[src/design/mrs_pkg.sv]
package mrs_pkg;

  // Clock period in picoseconds (200 MHz).
  localparam int unsigned CLK_PERIOD_PS = 5000;

  // Wake-up settling time after sleep release, in microseconds.
  localparam int unsigned WAKE_TIME_US = 1000;

  // Wake-up settling time in clock cycles, rounded up.
  localparam int unsigned WAKE_CYCLES = (WAKE_TIME_US * 1000000 + CLK_PERIOD_PS - 1) / CLK_PERIOD_PS;

  // Width of the wake-up counter.
  localparam int unsigned WAKE_CNT_W = 18;

  // Width of the latched control word.
  localparam int unsigned CTRL_W = 4;

  // Control word reset value.
  localparam logic [CTRL_W-1:0] CTRL_RST = 4'h0;

  // Operating states of the sequencer.
  typedef enum logic [1:0] {
    MRS_RESET = 2'b00,
    MRS_SLEEP = 2'b01,
    MRS_WAKE  = 2'b10,
    MRS_RUN   = 2'b11
  } mrs_state_t;

  // Power block enables.
  typedef struct packed {
    logic bridge_en;
    logic pump_en;
    logic aux_en;
    logic clk_en;
  } mrs_power_t;

  // Whole state of the sequencer.
  typedef struct packed {
    mrs_state_t             st;
    logic [WAKE_CNT_W-1:0]  wake_cnt;
    logic [CTRL_W-1:0]      ctrl;
    logic                   hot;
  } mrs_seq_t;

endpackage : mrs_pkg

[src/design/mrs_seq.sv]
`timescale 1ns/1ps
// How it works
// - Reset low clears all internal logic state.
// - Reset low holds the bridge switched off.
// - Other inputs ignored while reset is low, except thermal shutdown, which still drives fault.
// - Sleep request low disables bridge, low power.
// - Sleep stops charge pump and aux regulator.
// - Sleep halts internal clocks, logic frozen.
// - Inputs other than reset and thermal ignored until sleep request returns high.
// - Overtemperature disables bridge until cooled.
// - Thermal shutdown drops bridge, pulls fault low.
// - Recovery after cooling needs no reset.
module mrs_seq
  import mrs_pkg::*;
#(
  parameter int unsigned WAKE_CNT = WAKE_CYCLES
) (
  input  wire logic              i_clk,
  input  wire logic              i_rst,
  input  wire logic              i_logic_clear_in_n,
  input  wire logic              i_low_power_request_n,
  input  wire logic              i_thermal_shutdown,
  input  wire logic [CTRL_W-1:0] i_ctrl,
  output logic [CTRL_W-1:0]      o_ctrl,
  output mrs_power_t             o_power,
  output logic                   o_ready,
  output logic                   o_fault_indicator_n,
  output logic                   o_aux_regulator_output
);

  // Whole sequencer state and its next value. Keeping every flop outside the wake timer in one struct means the reset
  // branch and the sleep branch touch the same word, so no stray register can be missed.
  mrs_seq_t s_q;  // Registered state.
  mrs_seq_t s_d;  // Next state, filled by the one combinational process.

  // Wake timer handshakes.
  logic                  wake_start;
  logic                  wake_abort;
  logic                  wake_done;
  logic [WAKE_CNT_W-1:0] wake_count;

  // Host lines are taken as synchronous; both default low on the board, so the device idles until driven high.
  logic clear_req;
  logic sleep_req;
  assign clear_req = ~i_logic_clear_in_n;
  assign sleep_req = ~i_low_power_request_n;

  // The wake interval is measured by its own timer. It is loaded on the cycle that leaves reset
  // or sleep and aborted whenever either pin is low again, so a short pulse on a pin always
  // restarts the full settling time rather than resuming a half-finished count.
  mrs_wake_timer #(
    .CYCLES (WAKE_CNT)
  ) u_wake (
    .i_clk   (i_clk),
    .i_rst   (i_rst),
    .i_start (wake_start),
    .i_abort (wake_abort),
    .o_done  (wake_done),
    .o_count (wake_count)
  );

  // Next-state logic. Reset has top priority, sleep next, then thermal.
  // The thermal flag is copied every cycle, whatever the state, so the fault pin reports
  // overtemperature even while the bridge is already off for another reason.
  // Priority by nesting rather than by separate flags keeps the two pins from fighting.
  always_comb begin
    s_d        = s_q;
    wake_start = 1'b0;
    wake_abort = 1'b0;
    s_d.hot    = i_thermal_shutdown;
    if (clear_req) begin
      // Internal state returns to its reset value; control inputs are not looked at.
      s_d.st       = MRS_RESET;
      s_d.ctrl     = CTRL_RST;
      s_d.wake_cnt = '0;
      wake_abort   = 1'b1;
    end else if (sleep_req) begin
      // Sleep freezes the control word; it is not reloaded until run, after the wake interval.
      s_d.st       = MRS_SLEEP;
      // The settling count is dropped as well, so a wake always starts from a full interval.
      s_d.wake_cnt = '0;
      wake_abort   = 1'b1;
    end else begin
      unique case (s_q.st)
        MRS_RESET, MRS_SLEEP: begin
          // Leaving reset or sleep starts the settling interval.
          s_d.st     = MRS_WAKE;
          wake_start = 1'b1;
        end
        MRS_WAKE: begin
          // The bridge stays off until the driver has settled.
          s_d.wake_cnt = wake_count;
          if (wake_done) begin
            s_d.st = MRS_RUN;
          end
        end
        MRS_RUN: begin
          // Control word tracks the host only while running.
          s_d.ctrl = i_ctrl;
        end
      endcase
    end
  end

  // Sleep is modelled in the next-state logic, not by gating the register: apart from the thermal flag, nothing but exit from sleep is evaluated.
  // The reset branch loads constants only; an asynchronous reset that copied a live input
  // would make the released state depend on when the reset edge happened to fall.
  always_ff @(posedge i_clk or posedge i_rst) begin
    if (i_rst) begin
      s_q <= '{st: MRS_RESET, wake_cnt: '0, ctrl: CTRL_RST, hot: 1'b0};
    end else begin
      s_q <= s_d;
    end
  end

  // Output enables; hot drops the bridge and recovers on its own.
  // All four are decoded from registered state only, so no pin glitch can reach the power stage.
  // Limitation: the pump and regulator stay on through a pin reset; only sleep removes them.
  always_comb begin
    o_power.bridge_en = (s_q.st == MRS_RUN) && !s_q.hot;
    o_power.pump_en   = (s_q.st != MRS_SLEEP);
    o_power.aux_en    = (s_q.st != MRS_SLEEP);
    o_power.clk_en    = (s_q.st != MRS_SLEEP);
  end

  assign o_ctrl                 = s_q.ctrl;
  assign o_ready                = (s_q.st == MRS_RUN);
  assign o_fault_indicator_n    = ~s_q.hot;
  assign o_aux_regulator_output = o_power.aux_en;

  // Reset held clears state and bridge.
  a_reset_clears: assert property (@(posedge i_clk) disable iff (i_rst)
    clear_req |=> (s_q.st == MRS_RESET) && (s_q.ctrl == CTRL_RST))
    else $error("reset did not clear state");

  a_reset_bridge_off: assert property (@(posedge i_clk) disable iff (i_rst)
    clear_req |=> !o_power.bridge_en)
    else $error("bridge on during reset");

  a_reset_ignores: assert property (@(posedge i_clk) disable iff (i_rst)
    clear_req ##1 clear_req |=> $stable(o_ctrl))
    else $error("control changed during reset");

  a_sleep_bridge: assert property (@(posedge i_clk) disable iff (i_rst)
    (sleep_req && !clear_req) |=> !o_power.bridge_en && (s_q.st == MRS_SLEEP))
    else $error("bridge on in sleep");

  a_sleep_power: assert property (@(posedge i_clk) disable iff (i_rst)
    (s_q.st == MRS_SLEEP) |-> !o_power.pump_en && !o_aux_regulator_output)
    else $error("pump or regulator on in sleep");

  a_sleep_clk: assert property (@(posedge i_clk) disable iff (i_rst)
    (s_q.st == MRS_SLEEP) |-> !o_power.clk_en)
    else $error("clock running in sleep");

  a_sleep_ignores: assert property (@(posedge i_clk) disable iff (i_rst)
    (sleep_req && !clear_req) ##1 (sleep_req && !clear_req) |=> $stable(o_ctrl))
    else $error("control changed in sleep");

  a_wake_delay: assert property (@(posedge i_clk) disable iff (i_rst)
    ((s_q.st == MRS_SLEEP) && !sleep_req && !clear_req) |=> !o_ready [*8])
    else $error("ready too soon after wake");

  a_hot_off: assert property (@(posedge i_clk) disable iff (i_rst)
    i_thermal_shutdown |=> !o_power.bridge_en && !o_fault_indicator_n)
    else $error("thermal shutdown not applied");

  a_hot_recover: assert property (@(posedge i_clk) disable iff (i_rst)
    (o_ready && !i_thermal_shutdown && !clear_req && !sleep_req) |=> o_power.bridge_en && o_fault_indicator_n)
    else $error("no recovery after cooling");

  // The checks below pin down the settling interval and the frozen state in more detail.
  // They look at the timer through its count port, so a timer that skipped its load or
  // counted on through sleep would show here even when the ready output happened to be right.
  // Each one except a_reset_timer is written against registered state, never against the host pins alone.

  // Leaving reset or sleep loads the full settling count.
  a_wake_load: assert property (@(posedge i_clk) disable iff (i_rst)
    ((s_q.st inside {MRS_RESET, MRS_SLEEP}) && !clear_req && !sleep_req)
      |=> (s_q.st == MRS_WAKE) && (wake_count == WAKE_CNT_W'(WAKE_CNT)))
    else $error("wake interval not loaded");

  // No early exit from the settling interval.
  a_wake_hold: assert property (@(posedge i_clk) disable iff (i_rst)
    ((s_q.st == MRS_WAKE) && !wake_done && !clear_req && !sleep_req) |=> (s_q.st == MRS_WAKE))
    else $error("wake interval cut short");

  // The control word is not taken while the driver settles.
  a_wake_ignores: assert property (@(posedge i_clk) disable iff (i_rst)
    ((s_q.st == MRS_WAKE) && !clear_req) |=> $stable(o_ctrl))
    else $error("control changed during wake");

  // Nothing counts while asleep.
  a_sleep_frozen: assert property (@(posedge i_clk) disable iff (i_rst)
    (s_q.st == MRS_SLEEP) |-> (s_q.wake_cnt == '0) && (wake_count == '0))
    else $error("counter advanced in sleep");

  // A pin reset also empties the settling timer.
  a_reset_timer: assert property (@(posedge i_clk) disable iff (i_rst)
    clear_req |=> (wake_count == '0) && (s_q.wake_cnt == '0))
    else $error("timer survived reset");

  // Outside the running state the bridge is always off.
  a_idle_bridge: assert property (@(posedge i_clk) disable iff (i_rst)
    (s_q.st != MRS_RUN) |-> !o_power.bridge_en)
    else $error("bridge on outside run");

  // A registered overtemperature always shows on the fault pin with the bridge off.
  a_hot_fault: assert property (@(posedge i_clk) disable iff (i_rst)
    s_q.hot |-> !o_power.bridge_en && !o_fault_indicator_n)
    else $error("fault pin missing overtemperature");

  // Once running, the control word follows the host one cycle late.
  a_run_tracks: assert property (@(posedge i_clk) disable iff (i_rst)
    (o_ready && !clear_req && !sleep_req) |=> (o_ctrl == $past(i_ctrl)))
    else $error("control word not taken in run");

  // Main scenarios that the bench must reach.
  c_run: cover property (@(posedge i_clk) disable iff (i_rst) o_ready && o_power.bridge_en);
  c_sleep_wake: cover property (@(posedge i_clk) disable iff (i_rst) (s_q.st == MRS_SLEEP) ##1 (s_q.st == MRS_WAKE));
  c_hot_cycle: cover property (@(posedge i_clk) disable iff (i_rst) !o_fault_indicator_n ##1 o_fault_indicator_n);
  c_reset_wake: cover property (@(posedge i_clk) disable iff (i_rst) (s_q.st == MRS_RESET) ##1 (s_q.st == MRS_WAKE));
  c_wake_run: cover property (@(posedge i_clk) disable iff (i_rst) (s_q.st == MRS_WAKE) ##1 o_ready);

endmodule : mrs_seq

[src/design/mrs_wake_timer.sv]
`timescale 1ns/1ps
// Counts the wake-up settling interval after sleep is released.
module mrs_wake_timer
  import mrs_pkg::*;
#(
  parameter int unsigned CYCLES = WAKE_CYCLES
) (
  input  wire logic                  i_clk,
  input  wire logic                  i_rst,
  input  wire logic                  i_start,
  input  wire logic                  i_abort,
  output logic                       o_done,
  output logic [WAKE_CNT_W-1:0]      o_count
);

  // Whole timer state: remaining count, zero when idle or finished, and the done pulse.
  typedef struct packed {
    logic [WAKE_CNT_W-1:0] cnt;
    logic                  done;
  } mrs_timer_t;

  mrs_timer_t t_q;  // Registered timer state.
  mrs_timer_t t_d;  // Next timer state.

  // Next-value logic: abort wins, start loads, otherwise count down.
  // The done pulse lasts one cycle, so the sequencer never sees a stale finish after a restart.
  always_comb begin
    t_d      = t_q;
    t_d.done = 1'b0;
    if (i_abort) begin
      t_d.cnt = '0;
    end else if (i_start) begin
      t_d.cnt = WAKE_CNT_W'(CYCLES);
    end else if (t_q.cnt != '0) begin
      t_d.cnt  = t_q.cnt - 1'b1;
      t_d.done = (t_q.cnt == WAKE_CNT_W'(1));
    end
  end

  // Registers take constants under reset only.
  always_ff @(posedge i_clk or posedge i_rst) begin
    if (i_rst) begin
      t_q <= '0;
    end else begin
      t_q <= t_d;
    end
  end

  assign o_done  = t_q.done;
  assign o_count = t_q.cnt;

endmodule : mrs_wake_timer

[config.mk]
export PLATFORM = sky130hd
export DESIGN_NAME = mrs_seq
export DESIGN_NICKNAME = d
export VERILOG_FILES = /design/src/design/mrs_pkg.sv /design/src/design/mrs_seq.sv /design/src/design/mrs_wake_timer.sv
export SDC_FILE = /design/constraint.sdc
export NUM_CORES = 1
export LEC_CHECK = 0
export BUFFER_PORTS_ARGS = -buffer_cell sky130_fd_sc_hd__buf_4
export CAP_MARGIN = 10
export CORE_ASPECT_RATIO = 0.8
export CORE_MARGIN = 2
export CORE_UTILIZATION = 45
export DETAILED_ROUTE_END_ITERATION = 8
export PLACE_DENSITY = 0.72
export SLEW_MARGIN = 40
export SYNTH_ARGS = -nofsm -noshare
export SYNTH_HDL_FRONTEND = slang
export SYNTH_HIERARCHICAL = 1
export SYNTH_SLANG_ARGS = --single-unit
[constraint.sdc]
create_clock -name i_clk -period 2.5 [get_ports i_clk]
set_input_delay 0.25 -clock i_clk [delete_from_list [all_inputs] [get_ports i_clk]]
set_output_delay 0.25 -clock i_clk [all_outputs]
set_load 0.005 [all_outputs]
==> results.py <==
metrics = {
    "cells_and_area": {
        "fillCellCount": 284,
        "area_growth_pct": 11.9,
        "finalNetCount": 179,
        "antenna_cells": 0,
        "drive_above_1_share_pct": 20.5,
    },
    "critical_path": {
        "arrival_ns": 2.31,
        "start_kind": "register",
        "crit_required_ns": 2.69,
        "critical_path.endpoint_type": "register",
        "crit_slowest_cell": "dfrtp_1",
        "cp_common_cell": "or3_1",
        "cp_top_family": "simple AND/OR/NAND/NOR gates",
        "worst-path-buf-inv": 1,
        "critical-path-max-stage-delay_ns": 0.44,
        "path_cells": "inv_1 > ha_1 > nor2b_1 > nand3_1 > or3_1 > or3_1 > a21oi_1",
        "crit_path_max_fanout": 5,
        "crit_type": "reg2reg",
    },
    "global_routing": {
        "grtUsageTotal_pct": 17.6,
        "grt_pass1_wl_um": 4780,
        "antenna_found_initial": 0,
        "grt-ovfl-total": 0,
        "grt_max_degree": 20,
        "grt_pass1_vias": 1030,
    },
    "die": {
        "rows": 18,
        "dieWidth_um": 67.4,
        "core_um2": 3090,
        "die_y_um": 54.7,
        "start_util_pct": 46.9,
        "io_pins": 20,
        "dieArea_um2": 3690,
    },
    "timing": {
        "tightest_slew_ns": 0.687,
        "period_share_pct": 84.8,
        "finalHoldViolations": 0,
        "rsz0062_at_grt": "no",
        "fin_setup_tns_ns": 0,
        "post-route-min-period_ns": 2.12,
        "finalSetupViolations": 0,
        "skew_ns": 0.00466,
        "slew_violations": 0,
        "fmaxAchievable_mhz": 471,
        "max_slew_margin_pct": 53.9,
    },
    "outcome": {
        "status": "finished clean",
    },
    "clocking": {
        "cts_tree": "yes",
        "clk_path_buf_depth": 2,
        "cts_hold_buf": 1,
        "path_clk_slew_ns": 0.09,
        "post_cts_resized": 0,
        "clk_latency_ns": 0.27,
        "cts-root-buf": "clkbuf_8",
        "cts_setup_buffers": 0,
        "clock-sinks": 26,
        "cts_max_level": 1,
        "cts_made_buffers": 3,
    },
    "yosys": {
        "synth_top_cell_area_share_pct": 44.9,
        "synth_area_leaders": "dfrtp_1 (45%), nor2_1 (5.2%), xnor2_1 (4.2%)",
        "yosysUniqueCellTypes": 42,
        "yosysSeqAreaShare_pct": 44.9,
        "ys_seq_elements": 26,
        "syn_area_um2": 1450,
        "synth_flop_cell": "dfrtp_1",
        "synthCells": 154,
        "ys_warn_count": 6,
        "synth-edff-count": 0,
        "ys_top_cells_by_count": "dfrtp_1 (26), nor2_1 (20), nand2_1 (14)",
        "synth_most_common_cell": "dfrtp_1",
        "syn_nets": 165,
        "syn_area_per_cell_um2": 9.40,
        "synth.largest_area_cell": "dfrtp_1",
        "async_flop_share_pct": 100,
    },
    "hold_path": {
        "hold_class": "in2reg",
    },
    "route": {
        "dr.first_iter.drc_count": 67,
        "drt-total-wl_um": 2880,
        "drtPass1Iterations": 4,
        "num_vias": 1142,
        "detail_route.wl_per_cell_um": 14.0,
        "viasPerCell": 5.54,
        "remaining_drc_errors": 0,
        "ant_nets": 0,
    },
    "flow_run": {
        "max_cap_viol_count": 0,
    },
    "place": {
        "place_hpwl_um": 2150,
        "gp_congestion": 0.850,
        "port_buffers": 19,
    },
}
worst paths after layout:
check | startpoint | end | slack [ns] | depth (start not counted)
max | u_wake/o_count[0] | u_wake/o_count[12] | 0.38 | 7
min | i_thermal_shutdown | s_q[0] | 0.09 | 1
max reg2reg | u_wake/o_count[0] | u_wake/o_count[12] | 0.38 | 7
min reg2reg | o_ctrl[3] | o_ctrl[3] | 0.54 | 2
max in group asynchronous | i_rst | u_wake/o_count[13] | 1.60 | 3
min in group asynchronous | i_rst | o_ctrl[2] | 0.48 | 3
metal layers:
| metal | vias up | track usage, % | wire, µm |
|---|---|---|---|
| li1 | 547 | - | - |
| met1 | 563 | 24.0 | 1340 |
| met2 | 26 | 29.0 | 1390 |
| met3 | 6 | 3.09 | 98 |
| met4 | 0 | 5.10 | 48 |
| met5 | - | 0 | 0 |
worst reg2reg max path: stages (launching register included):
cell and delay (ns):
dfrtp_1 0.44, inv_1 0.08, ha_1 0.19, nor2b_1 0.35, nand3_1 0.21, or3_1 0.35, or3_1 0.31, a21oi_1 0.12
kinds of logic (layout without fill, tap and decap cells):
kind of cell	count (synthesis)	in the layout	share of synthesized area, %
fa+ha+maj	2	2	1.73
compound gates	25	25	11.6
xor+xnor	9	9	5.45
mux	5	5	3.54
buf+inv	20	32	7.78
flops	26	26	44.9
simple gates	67	67	25.0
flip-flops by register name, summed over array words and instances, names as in the netlist:
signal and cells:
s_q 3, o_ctrl 4, u_wake/o_count 18, u_wake/o_done 1
cell usage in the layout (no fill, tap or decap), drive strengths merged, types with 2 or more instances in the layout:
cell type,n
a211oi,2
a21oi,10
a311oi,2
a31oi,3
and2,2
and3,2
buf,21
clkbuf,3
dfrtp,26
ha,2
inv,6
mux2i,4
nand2,14
nand3,4
nor2,21
nor2b,2
nor3,6
nor4,4
o21ai,2
or3,6
xnor2,7
xor2,2
final cells by class:
| class | count | area, µm² | share of cell area, % |
|---|---|---|---|
| Tap cell | 40 | 50.0 | 3.09 |
| Inverter | 7 | 26.3 | 1.62 |
| Clock buffer | 3 | 41.3 | 2.55 |
| Timing Repair Buffer | 22 | 168 | 10.3 |
| Multi-Input combinational cell | 108 | 684 | 42.2 |
| Sequential cell | 26 | 651 | 40.2 |
per-stage QoR:
step	utilization [%]	worst slack, ns	cell area (µm²)	instances	hold WS (ns)
finish	52.5	0.379	1620	206	0.0851
global route	52.5	0.198	1620	206	0.0758
CTS	52.5	0.395	1620	206	0.0786
detailed placement	50.9	0.429	1570	202	0.216
global placement	50.9	0.499	1570	202	0.209
floorplan	-	0.617	1450	154	0.0534
Power is not shown: default switching activity piles up to over one toggle a cycle in this logic, so the estimate is an artifact.
